$ cat config.mk
export PLATFORM = sky130hd
export DESIGN_NAME = pcih_master
export DESIGN_NICKNAME = d
export VERILOG_FILES = /design/src/pkg/pcih_pkg.sv /design/src/pcih_master.sv
export SDC_FILE = /design/constraint.sdc
export NUM_CORES = 1
export LEC_CHECK = 0
export BUFFER_PORTS_ARGS = -buffer_cell sky130_fd_sc_hd__buf_2
export CORE_ASPECT_RATIO = 0.5
export CORE_MARGIN = 2
export CORE_UTILIZATION = 54
export DETAILED_ROUTE_END_ITERATION = 12
export PLACE_DENSITY = 0.76
export SYNTH_ARGS = -nofsm -noshare
export SYNTH_HDL_FRONTEND = slang
export SYNTH_SLANG_ARGS = --single-unit
$ cat constraint.sdc
create_clock -name core_clk -period 3.7 [get_ports core_clk]
set_clock_uncertainty 0.15 [all_clocks]
set_input_delay 0.185 -clock core_clk [delete_from_list [all_inputs] [get_ports core_clk]]
set_output_delay 0.185 -clock core_clk [all_outputs]
set_load 0.03 [all_outputs]
$ cat src/pkg/pcih_pkg.sv
// Functional notes
// [RULE1] Sample every bus pin except reset on the rising bus-clock edge.
// [RULE2] Bus reset halts the device; it resumes after the fifth edge.
// [RULE3] Strap low selects host-bridge role; strap high selects satellite.
// [RULE4] Strap stays static; it changes only while bus reset is held.
// [RULE5] AD carries 32-bit address, then data with byte 0 in bits 7:0.
// [RULE6] C/BE carries command in address phase, byte enables in data.
// [RULE7] PAR makes ones over AD, C/BE and PAR an even count.
// [RULE8] Master drives PAR for address and write data; target for reads.
// [RULE9] FRAME asserted while more data follows, released for final phase.
// [RULE10] IRDY means write data valid or master ready to accept reads.
// [RULE11] TRDY marks target ready; a phase completes with both ready.
// [RULE12] Target STOP makes the master end the transaction.
// [RULE13] IDSEL acts as chip select for configuration accesses.
// [RULE14] DEVSEL claims the access; silence tells the master nobody answered.
// [RULE15] LOCK marks an atomic operation across a bridge.
// [RULE16] Device request output floats during bus reset.
// [RULE17] Device ignores its grant input during bus reset.
// [RULE18] Read data parity error drives PERR two clocks after the data.
// [RULE19] SERR reports catastrophic errors, driven low for one clock.
// [RULE20] Built-in arbiter takes four requests and drives matching grants.
// [RULE21] In host role with no requests, arbiter parks on agent 0.
// [RULE22] Arbiter grants one agent at a time, moving only when idle.
// =====================================================================
// Constants and carriers
package pcih_pkg;
  localparam int CORE_NS      = 25;
  localparam int PCI_NS       = 200;
  localparam int DIV          = PCI_NS / CORE_NS;
  localparam int HALF         = DIV / 2;
  localparam int CNT_W        = 4;
  localparam int RST_CLKS     = 16;
  localparam int RESUME_EDGES = 5;
  localparam int DEVSEL_TMO   = 5;
  localparam int FIFO_W       = 32;
  localparam int FIFO_D       = 16;
  localparam int AGENTS       = 4;
  localparam int AGENT_IDX    = 0;
  localparam int SYNC_W       = 44;
  localparam logic [2:0] CMD_CFG = 3'h5;

  typedef enum logic [2:0] {
    S_RST, S_WAKE, S_IDLE, S_REQ, S_ADDR, S_DATA, S_END
  } pcih_state_t;

  typedef struct packed {
    logic [31:0] addr;
    logic [3:0]  cmd;
    logic [3:0]  be_n;
    logic [4:0]  words;
    logic        lock;
  } pcih_req_t;

  typedef struct packed {
    logic abort;
    logic stopped;
    logic perr;
    logic serr;
  } pcih_stat_t;
endpackage : pcih_pkg

$ cat src/pcih_master.sv
`timescale 1ns/100ps
// =====================================================================
// Write-data buffer
module pcih_fifo #(
  parameter int W = 32,
  parameter int D = 16
) (
  input  wire logic         core_clk,
  input  wire logic         reset_n,
  input  wire logic         in_valid,
  output logic              in_ready,
  input  wire logic [W-1:0] in_data,
  output logic              out_valid,
  input  wire logic         out_ready,
  output logic [W-1:0]      out_data
);
  localparam int AW = $clog2(D);
  logic [W-1:0] mem [D];
  logic [AW:0]  wp_r;
  logic [AW:0]  rp_r;
  logic [AW:0]  wp_nxt;
  logic [AW:0]  rp_nxt;
  logic         push;

  // Pointers carry one extra bit so full and empty are told apart.
  always_comb begin
    in_ready  = !((wp_r[AW] != rp_r[AW]) &&
                  (wp_r[AW-1:0] == rp_r[AW-1:0]));
    out_valid = (wp_r != rp_r);
    push      = in_valid && in_ready;
    wp_nxt    = push ? wp_r + 1'b1 : wp_r;
    rp_nxt    = (out_valid && out_ready) ? rp_r + 1'b1 : rp_r;
    out_data  = mem[rp_r[AW-1:0]];
  end

  always_ff @(posedge core_clk) begin
    if (!reset_n) begin
      wp_r <= '0;
      rp_r <= '0;
    end else begin
      wp_r <= wp_nxt;
      rp_r <= rp_nxt;
    end
    if (push) begin
      mem[wp_r[AW-1:0]] <= in_data;
    end
  end
endmodule : pcih_fifo

// =====================================================================
// Bus master and reset/strap controller facing the device
module pcih_master
  import pcih_pkg::*;
#(
  parameter int RST_LEN = RST_CLKS
) (
  input  wire logic         core_clk,
  input  wire logic         reset_n,
  input  wire logic         host_mode,
  input  wire logic         req_valid,
  output logic              req_ready,
  input  wire pcih_req_t    req,
  input  wire logic         wr_valid,
  output logic              wr_ready,
  input  wire logic [31:0]  wr_data,
  output logic              rd_valid,
  output logic [31:0]       rd_data,
  output logic              done,
  output pcih_stat_t        stat,
  output logic              pci_clk,
  output logic              pci_rst_n,
  output logic              host_role_strap_n,
  output logic              idsel,
  input  wire logic [31:0]  ad_i,
  output logic [31:0]       ad_o,
  output logic              ad_oe,
  output logic [3:0]        cbe_n_o,
  output logic              cbe_oe,
  input  wire logic         par_i,
  output logic              par_o,
  output logic              par_oe,
  input  wire logic         frame_n_i,
  output logic              frame_n_o,
  output logic              frame_oe,
  input  wire logic         irdy_n_i,
  output logic              irdy_n_o,
  output logic              irdy_oe,
  input  wire logic         trdy_n_i,
  input  wire logic         devsel_n_i,
  input  wire logic         stop_n_i,
  output logic              lock_n_o,
  output logic              lock_oe,
  output logic              perr_n_o,
  output logic              perr_oe,
  input  wire logic         serr_n_i,
  output logic [AGENTS-1:0] arbiter_request_in_n,
  input  wire logic [AGENTS-1:0] arbiter_grant_out_n,
  input  wire logic         dev_req_n_i,
  output logic              dev_gnt_n
);
  logic [SYNC_W-1:0] s1_r;
  logic [SYNC_W-1:0] s2_r;
  logic [31:0]       ad_s;
  logic              par_s, frame_s, irdy_s, trdy_s, devsel_s, stop_s;
  logic              serr_s, dreq_s;
  logic [AGENTS-1:0] gnt_s;
  logic              fifo_valid;
  logic              fifo_pop;
  logic [31:0]       fifo_data;
  logic              pe;
  logic              own;
  logic              ph_done;
  logic              is_wr;

  logic [CNT_W-1:0] cnt_r, cnt_nxt;
  logic             pclk_r, pclk_nxt;
  pcih_state_t      st_r, st_nxt;
  logic [7:0]       rc_r, rc_nxt;
  logic [2:0]       tmo_r, tmo_nxt;
  logic [4:0]       left_r, left_nxt;
  pcih_req_t        q_r, q_nxt;
  pcih_stat_t       stat_r, stat_nxt;
  logic             rst_r, rst_nxt, strap_r, strap_nxt;
  logic             frame_r, frame_nxt, irdy_r, irdy_nxt, bus_oe_r;
  logic             bus_oe_nxt, ad_oe_r, ad_oe_nxt, par_r, par_nxt;
  logic             par_oe_r, par_oe_nxt, idsel_r, idsel_nxt;
  logic             lock_r, lock_nxt, areq_r, areq_nxt;
  logic             dgnt_r, dgnt_nxt, dgh_r, dgh_nxt;
  logic             chk_r, chk_nxt, xd_r, xd_nxt;
  logic             perr_r, perr_nxt, perr_oe_r, perr_oe_nxt;
  logic             rdv_r, rdv_nxt, done_r, done_nxt;
  logic [31:0]      ad_r, ad_nxt, rdd_r, rdd_nxt;
  logic [3:0]       cbe_r, cbe_nxt;

  pcih_fifo #(.W(FIFO_W), .D(FIFO_D)) u_fifo (
    .core_clk  (core_clk),
    .reset_n   (reset_n),
    .in_valid  (wr_valid),
    .in_ready  (wr_ready),
    .in_data   (wr_data),
    .out_valid (fifo_valid),
    .out_ready (fifo_pop),
    .out_data  (fifo_data)
  );

  // Pins from the device pass two flops; only the second is read.
  always_ff @(posedge core_clk) begin
    if (!reset_n) begin
      s1_r <= '1;
      s2_r <= '1;
    end else begin
      s1_r <= {ad_i, par_i, frame_n_i, irdy_n_i, trdy_n_i, devsel_n_i,
               stop_n_i, serr_n_i, arbiter_grant_out_n, dev_req_n_i};
      s2_r <= s1_r;
    end
  end
  assign {ad_s, par_s, frame_s, irdy_s, trdy_s, devsel_s, stop_s,
          serr_s, gnt_s, dreq_s} = s2_r;

  // The step runs one core cycle after the bus-clock rise, so the second
  // sync stage holds pin levels from just before that rise.
  assign pe      = (cnt_r == '0);                        // [RULE1]
  assign is_wr   = q_r.cmd[0];
  assign ph_done = !irdy_r && !trdy_s;                   // [RULE11]
  assign own     = strap_r ? (dgnt_r && dgh_r)
                           : !gnt_s[AGENT_IDX];          // [RULE20]
  assign fifo_pop = pe && (st_r == S_DATA) && is_wr && ph_done;

  // Next-state logic; every bus output except pci_clk and the strap changes only on a step.
  always_comb begin
    cnt_nxt  = (cnt_r == CNT_W'(DIV - 1)) ? '0 : cnt_r + 1'b1;
    pclk_nxt = (cnt_nxt < CNT_W'(HALF));
    st_nxt = st_r;       rc_nxt = rc_r;       tmo_nxt = tmo_r;
    left_nxt = left_r;   q_nxt = q_r;         stat_nxt = stat_r;
    rst_nxt = rst_r;     strap_nxt = strap_r; frame_nxt = frame_r;
    irdy_nxt = irdy_r;   bus_oe_nxt = bus_oe_r; ad_oe_nxt = ad_oe_r;
    par_nxt = par_r;     par_oe_nxt = par_oe_r; idsel_nxt = idsel_r;
    lock_nxt = lock_r;   areq_nxt = areq_r;   dgnt_nxt = dgnt_r;
    dgh_nxt = dgh_r;     chk_nxt = chk_r;     xd_nxt = xd_r;
    perr_nxt = perr_r;   perr_oe_nxt = perr_oe_r;
    ad_nxt = ad_r;       cbe_nxt = cbe_r;     rdd_nxt = rdd_r;
    rdv_nxt = 1'b0;
    done_nxt = 1'b0;
    req_ready = (st_r == S_IDLE) && pe;
    if (st_r == S_RST) begin
      strap_nxt = !host_mode;                            // [RULE4]
    end
    if (pe) begin
      par_nxt    = ^{ad_r, cbe_r};                       // [RULE7]
      par_oe_nxt = ad_oe_r;                              // [RULE8]
      chk_nxt    = 1'b0;
      // Read parity is checked one clock after data; PERR follows. 
      if (chk_r && (par_s != xd_r)) begin
        perr_nxt    = 1'b0;                              // [RULE18]
        perr_oe_nxt = 1'b1;
        stat_nxt.perr = 1'b1;
      end else if (!perr_r) begin
        perr_nxt = 1'b1;
      end else begin
        perr_oe_nxt = 1'b0;
      end
      if (!serr_s && st_r != S_IDLE) begin
        stat_nxt.serr = 1'b1;                            // [RULE19]
      end
      // Satellite role: this end arbitrates and grants the device only
      // while idle; its request is ignored until reset ends.
      dgh_nxt  = dgnt_r;
      dgnt_nxt = !(strap_r && st_r == S_IDLE && !req_valid &&
                   !dreq_s);                             // [RULE16] [RULE17]
      unique case (st_r)
        S_RST: begin
          rc_nxt = rc_r + 1'b1;
          if (rc_r == 8'(RST_LEN - 1)) begin
            rc_nxt  = '0;
            rst_nxt = 1'b1;
            st_nxt  = S_WAKE;
          end
        end
        S_WAKE: begin
          rc_nxt = rc_r + 1'b1;
          if (rc_r == 8'(RESUME_EDGES - 1)) begin          // [RULE2]
            st_nxt = S_IDLE;
          end
        end
        S_IDLE: begin
          if (req_valid) begin
            q_nxt    = req;
            left_nxt = (req.words == '0) ? 5'd1 : req.words;
            stat_nxt = '0;
            areq_nxt = !strap_r;
            st_nxt   = S_REQ;
          end
        end
        S_REQ: begin
          if (own && frame_s && irdy_s) begin            // [RULE22]
            areq_nxt   = 1'b0;
            frame_nxt  = 1'b0;                           // [RULE9]
            bus_oe_nxt = 1'b1;
            ad_oe_nxt  = 1'b1;
            ad_nxt     = q_r.addr;                       // [RULE5]
            cbe_nxt    = q_r.cmd;                        // [RULE6]
            idsel_nxt  = (q_r.cmd[3:1] == CMD_CFG);      // [RULE13]
            lock_nxt   = q_r.lock;                       // [RULE15]
            tmo_nxt    = '0;
            st_nxt     = S_ADDR;
          end
        end
        S_ADDR: begin
          cbe_nxt   = q_r.be_n;                          // [RULE6]
          ad_oe_nxt = is_wr;
          idsel_nxt = 1'b0;
          st_nxt    = S_DATA;
        end
        S_DATA: begin
          if (devsel_s) begin
            tmo_nxt = tmo_r + 1'b1;
          end
          if (ph_done) begin
            left_nxt = left_r - 1'b1;
            if (!is_wr) begin
              rdv_nxt = 1'b1;
              rdd_nxt = ad_s;
              chk_nxt = 1'b1;
              xd_nxt  = ^{ad_s, cbe_r};
            end
          end
          if (devsel_s && tmo_r == 3'(DEVSEL_TMO - 1)) begin
            stat_nxt.abort = 1'b1;                       // [RULE14]
            st_nxt = S_END;
          end else if (frame_r && (ph_done || !stop_s)) begin
            st_nxt = S_END;
          end else if (!stop_s) begin
            frame_nxt = 1'b0 ^ 1'b1;                     // [RULE12]
            irdy_nxt  = 1'b0;
            stat_nxt.stopped = 1'b1;
          end else if (ph_done) begin
            irdy_nxt = 1'b1;
          end else if (irdy_r && (!is_wr || fifo_valid)) begin
            irdy_nxt  = 1'b0;                            // [RULE10]
            frame_nxt = (left_r == 5'd1);                // [RULE9]
            if (is_wr) begin
              ad_nxt = fifo_data;
            end
          end
          if (st_nxt == S_END) begin
            frame_nxt = 1'b1;
            irdy_nxt  = 1'b1;
            ad_oe_nxt = 1'b0;
          end
        end
        S_END: begin
          bus_oe_nxt = 1'b0;
          lock_nxt   = 1'b0;
          done_nxt   = 1'b1;
          st_nxt     = S_IDLE;
        end
      endcase
    end
    if (st_r == S_IDLE && pe && req_valid) begin
      irdy_nxt = 1'b1;
    end
  end

  always_ff @(posedge core_clk) begin
    if (!reset_n) begin
      cnt_r <= '0;      pclk_r <= 1'b0;    st_r <= S_RST;
      rc_r <= '0;       tmo_r <= '0;       left_r <= '0;
      q_r <= '0;        stat_r <= '0;      rst_r <= 1'b0;
      strap_r <= 1'b1;  frame_r <= 1'b1;   irdy_r <= 1'b1;
      bus_oe_r <= 1'b0; ad_oe_r <= 1'b0;   par_r <= 1'b0;
      par_oe_r <= 1'b0; idsel_r <= 1'b0;   lock_r <= 1'b0;
      areq_r <= 1'b0;   dgnt_r <= 1'b1;    dgh_r <= 1'b1;
      chk_r <= 1'b0;    xd_r <= 1'b0;      perr_r <= 1'b1;
      perr_oe_r <= 1'b0; rdv_r <= 1'b0;    done_r <= 1'b0;
      ad_r <= '0;       cbe_r <= '0;       rdd_r <= '0;
    end else begin
      cnt_r <= cnt_nxt;     pclk_r <= pclk_nxt;   st_r <= st_nxt;
      rc_r <= rc_nxt;       tmo_r <= tmo_nxt;     left_r <= left_nxt;
      q_r <= q_nxt;         stat_r <= stat_nxt;   rst_r <= rst_nxt;
      strap_r <= strap_nxt; frame_r <= frame_nxt; irdy_r <= irdy_nxt;
      bus_oe_r <= bus_oe_nxt; ad_oe_r <= ad_oe_nxt; par_r <= par_nxt;
      par_oe_r <= par_oe_nxt; idsel_r <= idsel_nxt; lock_r <= lock_nxt;
      areq_r <= areq_nxt;   dgnt_r <= dgnt_nxt;   dgh_r <= dgh_nxt;
      chk_r <= chk_nxt;     xd_r <= xd_nxt;       perr_r <= perr_nxt;
      perr_oe_r <= perr_oe_nxt; rdv_r <= rdv_nxt; done_r <= done_nxt;
      ad_r <= ad_nxt;       cbe_r <= cbe_nxt;     rdd_r <= rdd_nxt;
    end
  end

  // Pin drive; the strap moves only while bus reset is held low.
  assign pci_clk           = pclk_r;
  assign pci_rst_n         = rst_r;                      // [RULE2]
  assign host_role_strap_n = strap_r;                    // [RULE3]
  assign idsel             = idsel_r;
  assign ad_o              = ad_r;
  assign ad_oe             = ad_oe_r;
  assign cbe_n_o           = cbe_r;
  assign cbe_oe            = bus_oe_r;
  assign par_o             = par_r;
  assign par_oe            = par_oe_r;
  assign frame_n_o         = frame_r;
  assign frame_oe          = bus_oe_r;
  assign irdy_n_o          = irdy_r;
  assign irdy_oe           = bus_oe_r;
  assign lock_n_o          = !lock_r;
  assign lock_oe           = bus_oe_r;
  assign perr_n_o          = perr_r;
  assign perr_oe           = perr_oe_r;
  assign arbiter_request_in_n = ~(AGENTS'(areq_r) << AGENT_IDX);
  assign dev_gnt_n         = dgnt_r;
  assign rd_valid          = rdv_r;
  assign rd_data           = rdd_r;
  assign done              = done_r;
  assign stat              = stat_r;
endmodule : pcih_master

==> metrics.yaml <==
clock_latency_ns: 0.62
maxClockFrequency_mhz: 294.9
antennaDiodeCount: 0
final_common_cell: "sky130_fd_sc_hd__edfxtp_1"
final_max_slew_viol_count: 0
cts_htree_levels: 2
chipHeight_um: 168.9
wl_met2_mm: 34.67
max-slew-margin-rel_pct: 46.15
cp_capture_type: "register"
initial_core_util_pct: 54.63
ant_nets: 0
synth.avg_cell_area_um2: 14.97
grt_usage_pct: 24.95
tritoncts: "built"
drt_wl_total_mm: 70.86
via_count_of_the_first_global_routing_pass: 17920
worstPathCellList: "inv_1, ha_1, nor3b_2, buf_4, nand2_1, nor2_4, nand2_1, dlygate4sd3_1, a21oi_1, dlygate4sd3_1"
timing_worst_setup_path_type: "reg -> reg"
crit_slowest_cell: "sky130_fd_sc_hd__dlygate4sd3_1"
die_w_um: 333.8
clock-sinks: 764
power_density_nw_per_um2: 470.0
synth_warnings: 0
top_layer_used: "met5"
routed-wl-met3_mm: 6.338
timing_worst_slew_pin_value_ns: 0.8066
outcome: "complete, no violations"
design.portCount: 224
cts_repair_resize_count: 0
cpPeakStageDelay_ns: 0.60
place.port_buffers: 217
clock_tree.buffer_depth: 3
drv.max_cap_violation_count: 0
clk_transition_reported_paths_ns: 0.07
detailed_place.area_um2: 31440
multi_input_area_um2: 8417
rsz0062_at_grt: "false"
postSynthRegisterBits: 764
critPathArrivalTime_ns: 3.81
cp_depth: 10
first_pass_grt_wire_length_mm: 106.3
rrSetupSlack_ns: 0.31
setup_tns_ns: 0
nFillCells: 3597
antenna_found_initial: 1
startpoint_of_the_worst_slack_reg_to_reg_timing_path: "cnt_r[0]"
routed_wire_length_per_instance_um: 22.82
rows: 60
rr_endpoint: "q_r[17]"
power_leakage_nw: 11.59
synth.distinct_cells: 65
worst_hold_startpoint: "ad_i[20]"
crit_fanout: 24
crit_buf_inv: 4
worst_r2r_path_cells: 10
cts_made_buffers: 61
dpl.hpwl_mm: 40.09
kind_of_start_point_of_the_critical_path: "register"
layout.nets: 2482
wl_met1_mm: 27.97
final_cell_area_um2: 35130
route.detailed.drc: 0
globalRouteOverflowTotal: 0
post-layout-total-power_mw: 16.51
synth-edff-count: 512
final_hold_viol_count: 0
period_share_pct: 91.65
commonest_cells_after_routing_fill_and_taps_aside: "sky130_fd_sc_hd__edfxtp_1, sky130_fd_sc_hd__dfxtp_1, sky130_fd_sc_hd__nand2_1"
worstPathRequired_ns: 4.12
holdCritPathClass: "in -> reg"
root_buffer: "sky130_fd_sc_hd__clkbuf_16"
synth_seq_area_share_pct: 69.53
power.ir.vdd_worst_mv: 0.4588
period_needed_ns: 3.391
postSynthCellCount: 1962
seq_area_um2: 20430
crit_path_end: "q_r[17]"
drtPass1Iterations: 5
area_of_the_mapped_netlist_um2: 29370
post-route-worst-setup-slack_ns: 0.3090
post_drt_via_cell_ratio: 5.809
worst_setup_path_startpoint: "cnt_r[0]"
synth-async-reset-ratio_pct: 0
area_growth_syn_to_layout_pct: 19.61
grt_start_max_net_pins: 66
dr.first_iter.drc_count: 1894
gp_congestion: 0.8479
vias: 18040
drive_gt1_share_pct: 20.82
critical-path-top-delay-family: "buffers and inverters"
core_region_area_um2: 53750
ys_dominant_reg_cell: "sky130_fd_sc_hd__edfxtp_1"
place_ws_ns: 0.6344
die-area_um2: 56380
timing.final.setup_violations: 0
[synthesized netlist by cell type, types with 2 or more instances]
library cell,instances,area share [%]
sky130_fd_sc_hd__nand2b_1,86,1.8
sky130_fd_sc_hd__a31oi_1,3,0.064
sky130_fd_sc_hd__nand3b_1,4,0.10
sky130_fd_sc_hd__buf_2,30,0.51
sky130_fd_sc_hd__buf_1,7,0.089
sky130_fd_sc_hd__and2_1,3,0.064
sky130_fd_sc_hd__nor3_1,12,0.20
sky130_fd_sc_hd__mux2i_1,97,3.3
sky130_fd_sc_hd__or3_1,3,0.064
sky130_fd_sc_hd__nand4_1,5,0.11
sky130_fd_sc_hd__mux4_2,98,7.5
sky130_fd_sc_hd__a211oi_2,2,0.085
sky130_fd_sc_hd__clkbuf_1,62,0.79
sky130_fd_sc_hd__nor2b_1,3,0.064
sky130_fd_sc_hd__xnor2_1,66,2.0
sky130_fd_sc_hd__a221oi_1,8,0.24
sky130_fd_sc_hd__a211oi_1,7,0.18
sky130_fd_sc_hd__a21o_1,3,0.077
sky130_fd_sc_hd__o211ai_1,84,2.1
sky130_fd_sc_hd__a41oi_1,2,0.060
sky130_fd_sc_hd__a22oi_1,26,0.66
sky130_fd_sc_hd__nor4_1,4,0.085
sky130_fd_sc_hd__ha_1,13,0.55
sky130_fd_sc_hd__buf_4,14,0.36
sky130_fd_sc_hd__a21oi_1,132,2.2
sky130_fd_sc_hd__o221a_2,2,0.077
sky130_fd_sc_hd__nand3_1,9,0.15
sky130_fd_sc_hd__nand2_1,225,2.9
sky130_fd_sc_hd__xnor3_1,2,0.15
sky130_fd_sc_hd__edfxtp_1,512,52
sky130_fd_sc_hd__and3_1,7,0.15
sky130_fd_sc_hd__a31o_1,2,0.060
sky130_fd_sc_hd__o21ai_0,21,0.36
sky130_fd_sc_hd__nor2_1,78,1.0
sky130_fd_sc_hd__buf_6,8,0.31
sky130_fd_sc_hd__dfxtp_1,252,17
sky130_fd_sc_hd__mux2_2,7,0.27
sky130_fd_sc_hd__xor2_1,21,0.63
sky130_fd_sc_hd__inv_1,16,0.20
[power breakdown]
group / total, mW / switching [mW] / internal, mW / leakage, nW
logic: 0.675 / 0.364 / 0.310 / 3.94
clock network: 6.56 / 2.95 / 3.61 / 0.972
registers: 9.27 / 0.0512 / 9.22 / 6.68
total: 16.5 / 3.37 / 13.1 / 11.6
[worst min path at each step]
stage / to / slack, ns / cells after the start
final: s1_r[32] / 0.12 / 3
after global routing: s1_r[39] / 0.12 / 3
after CTS: s1_r[32] / 0.1 / 3
after detailed placement: s1_r[8] / 0.22 / 2
after global placement: s1_r[40] / 0.21 / 2
after floorplan: u_fifo.mem[0][0] / 0.13 / 0
[area by class of cell]
cell class	instances	share of cell area, %
tap	713	2.540
timing repair buffer	436	9.439
clock inverter	30	0.9048
multi-input combinational	1062	23.96
sequential	764	58.17
inverter	17	0.1888
clock buffer	83	4.798
[flip-flops by register name, indices dropped and copies added, names as in the netlist, 3 cells and up, named ones only]
| signal | cells |
|---|---|
| ad_o | 32 |
| cbe_n_o | 4 |
| cnt_r | 4 |
| left_r | 5 |
| q_r | 40 |
| rc_r | 8 |
| rd_data | 32 |
| s1_r | 41 |
| s2_r | 41 |
| st_r | 3 |
| stat | 4 |
| tmo_r | 3 |
| u_fifo.mem | 512 |
| u_fifo.rp_r | 5 |
| u_fifo.wp_r | 5 |
[cells by family after synthesis]
group                      after synthesis  share of synthesized area, %
DFF                                    764                         69.53
other                                    1                       0.01277
xor gates and xnor gates                89                         2.748
and+or+nand+nor                        452                         7.145
muxes                                  202                         11.09
AOI/OAI and AO/OA                      303                         6.642
buffers and inverters                  138                         2.275
adders and majority gates               13                        0.5539
[per-layer routing]
metal / global-route usage (%) / vias up
li1: - / 8068
met1: 33.17 / 8955
met2: 41.79 / 865
met3: 5.361 / 148
met4: 7.423 / 2
met5: 0 / -
[per-stage QoR]
stage | cells | hold slack, ns | util (%)
global placement | 2824 | 0.2138 | 58.49
detailed placement | 2824 | 0.2192 | 58.49
CTS | 3105 | 0.09773 | 65.35
finish | 3105 | 0.1237 | 65.35
floorplan | 1964 | 0.1339 | -
global route | 3105 | 0.1190 | 65.35
[worst reg2reg max path: stages, from the launching register on]
cell	delay [ns]
sky130_fd_sc_hd__dfxtp_1	0.34
sky130_fd_sc_hd__inv_1	0.08
sky130_fd_sc_hd__ha_1	0.16
sky130_fd_sc_hd__nor3b_2	0.15
sky130_fd_sc_hd__buf_4	0.29
sky130_fd_sc_hd__nand2_1	0.17
sky130_fd_sc_hd__nor2_4	0.53
sky130_fd_sc_hd__nand2_1	0.16
sky130_fd_sc_hd__dlygate4sd3_1	0.60
sky130_fd_sc_hd__a21oi_1	0.14
sky130_fd_sc_hd__dlygate4sd3_1	0.58
[timing repair]
| item | CTS | global route |
|---|---|---|
| buffers inserted | 0 | 0 |
| hold buffers | 168 | 0 |
| endpoints found under the setup margin | 0 | 0 |
| hold endpoints to repair | 635 | 0 |
(Power assumes the default switching activity.)
